`src/adc_seq_pkg.sv`:
```
// Constants shared by the conversion sequencer, its step timer and the test bench.
// Assumes a single system clock of 50 MHz and a 32-bit classic Wishbone register bus.
package adc_seq_pkg;
    localparam int          NUM_CHANNELS     = 8;
    localparam int          CHAN_W           = 3;
    localparam int          RESULT_W         = 10;
    localparam int          NUM_STEPS        = 13;
    localparam int          STEP_DIV         = 16;
    localparam int          PHASE_W          = 8;
    localparam int          ADDR_W           = 4;
    // Register byte addresses.
    localparam logic [3:0]  ADDR_CTRL        = 4'h0;
    localparam logic [3:0]  ADDR_TIMING      = 4'h4;
    localparam logic [3:0]  ADDR_RESULT      = 4'h8;
    localparam logic [3:0]  ADDR_IRQ_STATUS  = 4'hc;
    // Control register fields.
    localparam int          CTRL_START_BIT   = 0;
    localparam int          CTRL_BUSY_BIT    = 1;
    localparam int          CTRL_EXTREF_BIT  = 2;
    localparam int          CTRL_CHAN_LSB    = 4;
    localparam int          CTRL_IRQ_MASK_BIT = 8;
    // Timing register fields.
    localparam int          TIMING_SAMPLE_LSB = 0;
    localparam int          TIMING_HOLD_LSB  = 8;
    // Reset values of the phase counts and the channel select.
    localparam logic [7:0]  SAMPLE_RESET     = 8'h14;
    localparam logic [7:0]  HOLD_RESET       = 8'h0a;
    localparam logic [2:0]  CHAN_RESET       = 3'h0;
endpackage

```
`src/adc_step_if.sv`:
```
// Interface between the sequencer and its step timer.
// Assumes both ends run on the same system clock.
`timescale 1ns/100ps
interface adc_step_if;
    logic start;
    logic step_tick;
    logic last_step;
    logic [3:0] step_index;
    modport ctrl  (output start, input step_tick, input last_step, input step_index);
    modport timer (input start, output step_tick, output last_step, output step_index);
endinterface

```
`src/adc_step_timer.sv`:
```
// Step timer: divides the system clock by a fixed 16 and counts the conversion steps.
// Assumes start is a one-cycle pulse; a start that comes while the timer runs restarts it from step 0.
`timescale 1ns/100ps
module adc_step_timer
    import adc_seq_pkg::*;
(
    // Clock and reset.
    input  wire logic clk_i,
    input  wire logic rst_i,
    // Sequencer side.
    adc_step_if.timer step
);
    typedef struct packed {
        logic       run;
        logic [3:0] div;
        logic [3:0] index;
        logic       tick;
        logic       last;
    } timer_state_t;

    timer_state_t state_reg;
    timer_state_t state_next;

    always_comb begin
        state_next      = state_reg;
        state_next.tick = 1'b0;
        state_next.last = 1'b0;
        if (step.start) begin
            state_next.run   = 1'b1;
            state_next.div   = 4'h0;
            state_next.index = 4'h0;
        end else if (state_reg.run) begin
            // Fixed divide by 16, not software programmable.
            if (state_reg.div == 4'(STEP_DIV - 1)) begin
                state_next.div  = 4'h0;
                state_next.tick = 1'b1;
                if (state_reg.index == 4'(NUM_STEPS - 1)) begin
                    state_next.last = 1'b1;
                    state_next.run  = 1'b0;
                end else begin
                    state_next.index = state_reg.index + 4'h1;
                end
            end else begin
                state_next.div = state_reg.div + 4'h1;
            end
        end
    end

    always_ff @(posedge clk_i) begin
        if (rst_i) begin
            state_reg <= '0;
        end else begin
            state_reg <= state_next;
        end
    end

    assign step.step_tick  = state_reg.tick;
    assign step.last_step  = state_reg.last;
    assign step.step_index = state_reg.index;
endmodule

```
`src/sar_adc_conversion_sequencer.sv`:
```
// Conversion sequencer for an eight-input successive-approximation converter.
// Assumes a classic Wishbone master and an analog core whose comparator output is synchronous.
// Summary of operation
// - Exactly one of eight inputs is routed to the converter by the channel select.
// - Each conversion yields an unsigned ten-bit result.
// - The result is written into the result register at the end of every conversion.
// - An interrupt is raised when a conversion finishes and its result is stored.
// - Duration is sample plus hold plus 13 steps of 16 clocks each.
// - Sample and hold lengths are separate programmable counts of system clocks.
// - A setting chooses internal or external reference voltage.
`timescale 1ns/100ps
module sar_adc_conversion_sequencer
    import adc_seq_pkg::*;
(
    // Clock and reset.
    input  wire logic                    clk_i,
    input  wire logic                    rst_i,
    // Wishbone slave.
    input  wire logic                    cyc_i,
    input  wire logic                    stb_i,
    input  wire logic                    we_i,
    input  wire logic [ADDR_W-1:0]       adr_i,
    input  wire logic [3:0]              sel_i,
    input  wire logic [31:0]             dat_i,
    output logic      [31:0]             dat_o,
    output logic                         ack_o,
    // Analog core.
    output logic      [NUM_CHANNELS-1:0] chan_enable_o,
    output logic                         sample_o,
    output logic                         ext_ref_o,
    output logic      [RESULT_W-1:0]     dac_code_o,
    input  wire logic                    comp_i,
    // Interrupt.
    output logic                         irq_o
);
    typedef enum logic [1:0] {
        ST_IDLE,
        ST_SAMPLE,
        ST_HOLD,
        ST_CONVERT
    } phase_t;

    typedef struct packed {
        phase_t                phase;
        logic [PHASE_W-1:0]    count;
        logic [CHAN_W-1:0]     chan;
        logic                  ext_ref;
        logic [PHASE_W-1:0]    sample_clocks;
        logic [PHASE_W-1:0]    hold_clocks;
        logic                  irq_mask;
        logic                  irq_status;
        logic [RESULT_W-1:0]   trial;
        logic [RESULT_W-1:0]   result;
        logic                  start_pulse;
        logic [NUM_CHANNELS-1:0] chan_en;
        logic                  sample;
        logic                  irq;
        logic                  ack;
        logic [31:0]           rdata;
        logic [RESULT_W-1:0]   dac_code;
    } seq_state_t;

    seq_state_t state_reg;
    seq_state_t state_next;

    adc_step_if step ();

    adc_step_timer u_step_timer (
        .clk_i (clk_i),
        .rst_i (rst_i),
        .step  (step.timer)
    );

    logic                bus_req;
    logic                bus_wr;
    logic                busy;
    logic [31:0]         ctrl_view;
    logic [RESULT_W-1:0] bit_mask;
    logic [RESULT_W-1:0] tick_mask;

    assign bus_req   = cyc_i && stb_i && !state_reg.ack;
    assign bus_wr    = bus_req && we_i && sel_i[0];
    assign busy      = state_reg.phase != ST_IDLE;
    assign step.start = state_reg.start_pulse;
    assign bit_mask  = RESULT_W'(10'h200 >> step.step_index);
    // The timer has already stepped on when its tick shows, so the bit just tried sits one place higher.
    assign tick_mask = RESULT_W'(11'h400 >> step.step_index);

    always_comb begin
        ctrl_view                    = '0;
        ctrl_view[CTRL_BUSY_BIT]     = busy;
        ctrl_view[CTRL_EXTREF_BIT]   = state_reg.ext_ref;
        ctrl_view[CTRL_CHAN_LSB +: CHAN_W] = state_reg.chan;
        ctrl_view[CTRL_IRQ_MASK_BIT] = state_reg.irq_mask;
    end

    always_comb begin
        state_next             = state_reg;
        state_next.start_pulse = 1'b0;
        state_next.ack         = bus_req;
        state_next.rdata       = '0;

        // Register reads.
        if (bus_req && !we_i) begin
            unique case (adr_i)
                ADDR_CTRL:       state_next.rdata = ctrl_view;
                ADDR_TIMING:     state_next.rdata = {16'h0, state_reg.hold_clocks, state_reg.sample_clocks};
                ADDR_RESULT:     state_next.rdata = {22'h0, state_reg.result};
                ADDR_IRQ_STATUS: state_next.rdata = {31'h0, state_reg.irq_status};
                default:         state_next.rdata = '0;
            endcase
        end

        // Register writes; channel, reference and timing are locked while a conversion runs.
        if (bus_wr) begin
            unique case (adr_i)
                ADDR_CTRL: begin
                    if (sel_i[1]) begin
                        state_next.irq_mask = dat_i[CTRL_IRQ_MASK_BIT];
                    end
                    if (!busy) begin
                        state_next.ext_ref = dat_i[CTRL_EXTREF_BIT];
                        state_next.chan    = dat_i[CTRL_CHAN_LSB +: CHAN_W];
                        state_next.start_pulse = dat_i[CTRL_START_BIT];
                    end
                end
                ADDR_TIMING: begin
                    if (!busy) begin
                        state_next.sample_clocks = dat_i[TIMING_SAMPLE_LSB +: PHASE_W];
                        if (sel_i[1]) begin
                            state_next.hold_clocks = dat_i[TIMING_HOLD_LSB +: PHASE_W];
                        end
                    end
                end
                ADDR_IRQ_STATUS: begin
                    if (dat_i[0]) begin
                        state_next.irq_status = 1'b0;
                    end
                end
                default: ;
            endcase
        end

        // Conversion sequence: sample, hold, then 13 divided steps.
        unique case (state_reg.phase)
            ST_IDLE: begin
                if (state_reg.start_pulse) begin
                    state_next.phase = ST_SAMPLE;
                    state_next.count = state_reg.sample_clocks;
                end
            end
            ST_SAMPLE: begin
                if (state_reg.count <= 8'h1) begin
                    state_next.phase = ST_HOLD;
                    state_next.count = state_reg.hold_clocks;
                end else begin
                    state_next.count = state_reg.count - 8'h1;
                end
            end
            ST_HOLD: begin
                if (state_reg.count <= 8'h1) begin
                    state_next.phase = ST_CONVERT;
                    state_next.trial = '0;
                end else begin
                    state_next.count = state_reg.count - 8'h1;
                end
            end
            ST_CONVERT: begin
                // Steps 0..9 resolve one bit each, MSB first; the rest settle.
                if (step.step_tick && step.step_index <= 4'(RESULT_W)) begin
                    if (comp_i) begin
                        state_next.trial = state_reg.trial | tick_mask;
                    end
                end
                if (step.last_step) begin
                    state_next.result     = state_reg.trial;
                    state_next.irq_status = 1'b1;
                    state_next.phase      = ST_IDLE;
                end
            end
        endcase

        // Kick the step timer as the hold phase ends.
        if (state_reg.phase == ST_HOLD && state_reg.count <= 8'h1) begin
            state_next.start_pulse = 1'b1;
        end

        state_next.chan_en = '0;
        state_next.chan_en[state_next.chan] = 1'b1;
        state_next.sample  = state_next.phase == ST_SAMPLE;
        state_next.irq     = state_next.irq_status && state_next.irq_mask;
        // Trial code shows the bit under test on top of those already kept.
        state_next.dac_code = state_next.trial | ((state_next.phase == ST_CONVERT) ? bit_mask : 10'h000);
    end

    always_ff @(posedge clk_i) begin
        if (rst_i) begin
            state_reg               <= '0;
            state_reg.phase         <= ST_IDLE;
            state_reg.chan          <= CHAN_RESET;
            state_reg.sample_clocks <= SAMPLE_RESET;
            state_reg.hold_clocks   <= HOLD_RESET;
            state_reg.chan_en       <= 8'h01;
        end else begin
            state_reg <= state_next;
        end
    end

    assign dat_o         = state_reg.rdata;
    assign dac_code_o    = state_reg.dac_code;
    assign ack_o         = state_reg.ack;
    assign chan_enable_o = state_reg.chan_en;
    assign sample_o      = state_reg.sample;
    assign ext_ref_o     = state_reg.ext_ref;
    assign irq_o         = state_reg.irq;
endmodule

```
`config.mk`:
```
export PLATFORM = sky130hd
export DESIGN_NAME = sar_adc_conversion_sequencer
export DESIGN_NICKNAME = d
export VERILOG_FILES = /design/src/adc_seq_pkg.sv /design/src/adc_step_if.sv /design/src/adc_step_timer.sv /design/src/sar_adc_conversion_sequencer.sv
export SDC_FILE = /design/constraint.sdc
export NUM_CORES = 1
export LEC_CHECK = 0
export BUFFER_PORTS_ARGS = -buffer_cell sky130_fd_sc_hd__clkbuf_2
export CORE_MARGIN = 5
export CORE_UTILIZATION = 30
export CTS_CLUSTER_SIZE = 24
export DETAILED_ROUTE_END_ITERATION = 7
export SYNTH_ARGS = -nofsm -noshare
export SYNTH_HDL_FRONTEND = slang
export SYNTH_SLANG_ARGS = --single-unit
```
`constraint.sdc`:
```
create_clock -name clk_i -period 7.4 [get_ports clk_i]
set_clock_uncertainty 0.2 [all_clocks]
set_input_delay 1.48 -clock clk_i [delete_from_list [all_inputs] [get_ports clk_i]]
set_output_delay 1.48 -clock clk_i [all_outputs]
set_load 0.02 [all_outputs]
```
==> metrics.txt, run 1 <==
result of the run=complete, no violations; Synth Instances=about 520; vias in the first global route=around 3.5k; Clock Pin Slew Worst Setup and Hold Paths=60 ps; crit-path max FO=between 40 and 50; Worst Max-Slew Pin Slew=around 700 ps; setup slack after layout=roughly 4100 ps; # rows=45; Die Footprint=between 0.015 and 0.02 mm²; post-CTS setup buffers=0; final setup vio count=0; Layout Cells excl Fill=approximately 760; crit start category=primary input; layout cell share with drive strength beyond 1=0.165; total of max-cap violations=0; Lkg Pwr=around 2.1 nW; Die Wd=~140 µm; Final period util=0.441; CTS sink cnt=101; HP Class=reg -> reg; CTS tree=yes; Post-DP HPWL=8080 µm; CTS Buf Count=9; TritonRoute pass-1 iters=7; cell with the most instances after synthesis=dfxtp_1; hold slack=between 200 and 300 ps; via/cell ratio=4.84; max-slew violation count=0; fin nets=between 600 and 700; area grow syn2layout=9.82%; max_slew headroom=0.528; DR vias=approximately 3.7k; post-synth top area share=0.429; post-route ant nets=0; ant diodes=0; Setup Slack @ Placement=3760 ps; Worst-Skew Late Latency=about 350 ps; Final GP Congestion=~0.84; dominant cell type by area after synthesis=dfxtp_1; Arr. time, crit path=between 3000 and 4000 ps; Starting DRT DRC Count=about 330; crit end category=register; final core utilization=0.338; Resized Gates After CTS=0; Hold Vio Cnt, Final=0; Routed WL=11100 µm; placed cells=between 700 and 800; Post-Syn Area per Cell=~9.0 µm²; drt drc=0; Fmax=just over 300 MHz; gr usage total=0.120; Commonest cells post-synth=dfxtp_1, nor2_1, buf_4; pwr dens=198 mW/mm²; Data required, critical path=7430 ps; TNS Setup=0 ps; register area share after synthesis=0.429; Largest register FFs=47; Peak VDD IR=roughly 0.12 mV; Area contributors post-synth=dfxtp_1, buf_4, mux2i_1, nor2_1, ha_1; Root Driver=clkbuf_16; Synth Warn #=0; largest net degree at the start of global routing=48; fin crit period=between 3000 and 4000 ps; Synth cell types=54; Starting Density=0.308; first-pass GRT wire length=17600 µm; unrepaired setup endpoints after global routing=false; Mapped Area=0.00471 mm²; initial antenna violation count=0; kind of critical path=in -> reg; htree depth=3; core box area=between 0.015 and 0.02 mm²; grt ovf=0; Port Buffers=65; asr flop ratio synth=0; CTS Buffer Depth=2; CTS Hold Bufs=0; most used flip-flop cell after synthesis=dfxtp_1; Synth Register Bits=around 100; IO Pins=100; Wirelength per Cell=14.7 µm; die height=~140 µm; number of synthesized flops with an enable pin=0
[cell type report]
| type | count | area, µm² |
|---|---|---|
| timing repair buffer | 68 | 348 |
| sequential | 101 | 2020 |
| clock buffer | 10 | 229 |
| clock inverter | 3 | 40.0 |
| inverter | 12 | 45.0 |
| multi-input combinational | 351 | 2230 |
| fill | 1603 | 10100 |
| tap | 211 | 264 |
[path summary, 6_finish.rpt]
path                  from       endpoint  slack (ps)  cells after the start
max                  rst_i  dac_code_o[1]        4130                      6
min          state_reg[61]  state_reg[61]         250                      2
max reg2reg  state_reg[99]  dac_code_o[1]        4640                      5
min reg2reg  state_reg[61]  state_reg[61]         250                      2
[layout by cell type (no fill, tap or decap), types with 7 or more instances in the layout]
master | Yosys | final
clkbuf_16 | 0 | 9
and2_1 | 9 | 9
a21oi_1 | 33 | 33
nor2b_1 | 11 | 11
ha_1 | 15 | 15
inv_1 | 12 | 12
o21ai_0 | 16 | 16
a22o_1 | 7 | 7
mux2i_1 | 28 | 28
conb_1 | 1 | 16
nor3_1 | 9 | 9
a41o_1 | 10 | 10
nor2_1 | 62 | 62
clkbuf_2 | 0 | 65
and3_1 | 7 | 7
dfxtp_1 | 101 | 101
nand3_1 | 10 | 10
nand2_1 | 40 | 40
[logic make-up after synthesis]
kind of cell               count (synthesis)  share of synthesized area
DFF                                      101                      0.429
buffers and inverters                     85                      0.113
other                                      1                   0.000796
xor gates and xnor gates                   7                     0.0130
AOI/OAI and AO/OA                        107                      0.156
muxes                                     32                     0.0690
and+or+nand+nor                          174                      0.179
adders and majority gates                 15                     0.0398
[metal layers]
metal | GRT usage | routed length (µm) | vias to the layer above
li1 | - | - | 1802
met1 | 0.152 | 4910 | 1676
met2 | 0.189 | 5020 | 155
met3 | 0.0364 | 887 | 24
met4 | 0.0560 | 269 | 0
met5 | 0 | 0 | -
[worst max-delay path: stages]
cell and delay (ps):
clkbuf_2 80, buf_4 430, inv_1 440, o31a_1 340, a22o_1 290, a41o_1 220
[stage by stage]
stage / area [µm²] / power, mW
after floorplan: 4770 / 0.586
after global placement: 4910 / 0.593
after detailed placement: 4910 / 0.594
after CTS: 5170 / 1.04
after global routing: 5170 / 1.07
final: 5170 / 1.03
[power by group]
part | internal (mW) | leakage [nW] | switching (mW)
registers | 0.544 | 0.813 | 0.000419
clock network | 0.255 | 0.134 | 0.189
logic | 0.0100 | 1.18 | 0.0271
(Power assumes the default switching activity.)
==> inputs of run 2 (changes only) <==
==> constraint.sdc (replaced) <==
create_clock -name clk_i -period 2.67 [get_ports clk_i]
set_clock_uncertainty 0.2 [all_clocks]
set_input_delay 0.534 -clock clk_i [delete_from_list [all_inputs] [get_ports clk_i]]
set_output_delay 0.534 -clock clk_i [all_outputs]
set_load 0.02 [all_outputs]
==> metrics.txt, run 2 (synthesis results as in run 1) <==
final setup vio count=0 (unchanged); post-route ant nets=0 (unchanged); Post-DP HPWL=8540 µm (was 8080 µm); Fillers=1582 (was 1603); drt drc=0 (unchanged); # rows=45 (unchanged); Arr. time, crit path=2600 ps (was 3290 ps); layout cell share with drive strength beyond 1=0.184 (was 0.165); fin nets=616 (was 604); multi-input logic area=0.00223 mm² (about the same); max-slew violation count=0 (unchanged); CTS tree=yes (unchanged); vias in the first global route=3582 (was 3518); Fmax=between 300 and 400 MHz; Reg power frac=0.520 (was 0.531); most frequent cells in the layout=dfxtp_1, clkbuf_2, nor2_1, nand2_1, a21oi_1 (unchanged); R2R setup slack=110 ps (was 4640 ps); DR vias=3684 (was 3657); result of the run=complete, no violations (unchanged); Data required, critical path=2720 ps (was 7430 ps); Die Footprint=0.0183 mm² (unchanged); fin crit period=between 2000 and 3000 ps; CTS Buf Count=9 (unchanged); ant diodes=0 (unchanged); P_int=2.27 mW (was 0.809 mW); Worst-Skew Late Latency=350 ps (about the same); IO Pins=100 (unchanged); HP Class=in -> reg (was reg -> reg); max_slew headroom=0.578 (was 0.528); CTS Hold Bufs=0 (unchanged); Crit-path slowest cell=o31a_1 (was inv_1); Peak VDD IR=0.316 mV (was 0.116 mV); commonest non-fill, non-tap cell in the layout=dfxtp_1 (unchanged); total area of sequential cells=0.00202 mm² (unchanged); Routed WL=11500 µm (was 11100 µm); core box area=0.0153 mm² (unchanged); Worst path max stage delay=400 ps (was 440 ps); crit start category=register (was primary input); CTS sink cnt=101 (unchanged); initial antenna violation count=0 (unchanged); Port Buffers=65 (unchanged); gr usage total=0.125 (was 0.120); htree depth=3 (unchanged); pwr dens=549 mW/mm² (was 198 mW/mm²); Resized Gates After CTS=0 (unchanged); TNS Setup=0 ps (unchanged); via/cell ratio=4.78 (was 4.84); crit path cell chain=inv_1 > ha_1 > o21bai_1 > or3_4 > o31a_1 > a22o_1 > a41o_1 (was clkbuf_2 > buf_4 > inv_1 > o31a_1 > a22o_1 > a41o_1); Wirelength per Cell=14.9 µm (was 14.7 µm); Final GP Congestion=0.829 (was 0.839); Comb pwr share=0.037 (was 0.036); unrepaired setup endpoints after global routing=false (unchanged); clock share of power=0.443 (was 0.433); Die Wd=135 µm (unchanged); CTS Buffer Depth=2 (unchanged); Starting Density=0.308 (unchanged); crit-path max FO=10 (was 47); total of max-cap violations=0 (unchanged); area grow syn2layout=12.1% (was 9.82%); crit end category=register (unchanged); kind of critical path=reg -> reg (was in -> reg); Setup Slack @ Placement=154 ps (was 3760 ps); Final period util=0.958; grt ovf=0 (unchanged); setup slack after layout=113 ps (was 4130 ps); Starting DRT DRC Count=199 (was 325); first-pass GRT wire length=18100 µm (was 17600 µm); cell family with most CP delay=compound AO/OA/AOI/OAI gates (was buffers and inverters); Worst Max-Slew Pin Slew=632 ps (was 704 ps); Largest register FFs=47 (unchanged); Hold Vio Cnt, Final=0 (unchanged); largest net degree at the start of global routing=16 (was 48); Clock Pin Slew Worst Setup and Hold Paths=70 ps (was 60 ps); worst path bufs/invs=1 (was 3); Lkg Pwr=2.19 nW (was 2.12 nW); TritonRoute pass-1 iters=4 (was 7); die height=135 µm (unchanged); NetSw=0.638 mW (was 0.216 mW); post-CTS setup buffers=0 (unchanged); switching part of the total=0.220 (was 0.211); Root Driver=clkbuf_16 (unchanged)
run 2: cell count changes in the layout (fill, tap and decap cells not counted):
cell and change:
clkbuf_1 +2, a21oi_2 +1, a21oi_1 -1, clkinv_4 +2, buf_4 +12, clkinv_2 -2
run 2: final cells by class:
cell class	count	share of cell area
Clock buffer	12	0.0448
Clock inverter	3	0.00900
Inverter	12	0.00852
Multi-Input combinational cell	351	0.422
Sequential cell	101	0.383
Tap cell	211	0.0500
Timing Repair Buffer	80	0.0829
run 2: metrics by stage:
| step | power [mW] | cells | cell area [µm²] | hold slack [ps] | utilization |
|---|---|---|---|---|---|
| after floorplan | 1.62 | 537 | 4770 | 232 | - |
| after global placement | 1.65 | 755 | 5000 | 242 | 0.326 |
| after detailed placement | 1.65 | 755 | 5000 | 252 | 0.326 |
| after CTS | 2.93 | 770 | 5280 | 195 | 0.345 |
| after global routing | 3.00 | 770 | 5280 | 213 | 0.345 |
| final | 2.90 | 770 | 5280 | 201 | 0.345 |
run 2: worst reg2reg max path, cell delays in order, from the launching register on:
cell      delay (ps)
dfxtp_1          380
inv_1            140
ha_1             280
o21bai_1         150
or3_4            390
o31a_1           400
a22o_1           300
a41o_1           210
run 2: final timing paths:
| path | to | depth (start not counted) | from |
|---|---|---|---|
| max | dac_code_o[2] | 7 | state_reg[96] |
| max reg2reg | dac_code_o[2] | 7 | state_reg[96] |
| min reg2reg | state_reg[54] | 2 | state_reg[54] |
| min | state_reg[79] | 3 | dat_i[11] |
run 2: routing by layer:
layer / up-vias / track usage / wire (µm)
met4: 0 / 0.0717 / 348
met5: - / 0 / 0
met2: 102 / 0.191 / 5110
li1: 1836 / - / -
met1: 1718 / 0.160 / 5320
met3: 28 / 0.0305 / 714
run 2: power groups by stage:
stage	Combinational (mW)	Clock, mW	Sequential (mW)
3_5_place_dp	0.108	0	1.54
3_3_place_gp	0.107	0	1.54
2_1_floorplan	0.0810	0	1.54
5_1_grt	0.119	1.37	1.51
4_1_cts	0.108	1.31	1.51
6_report	0.109	1.29	1.51
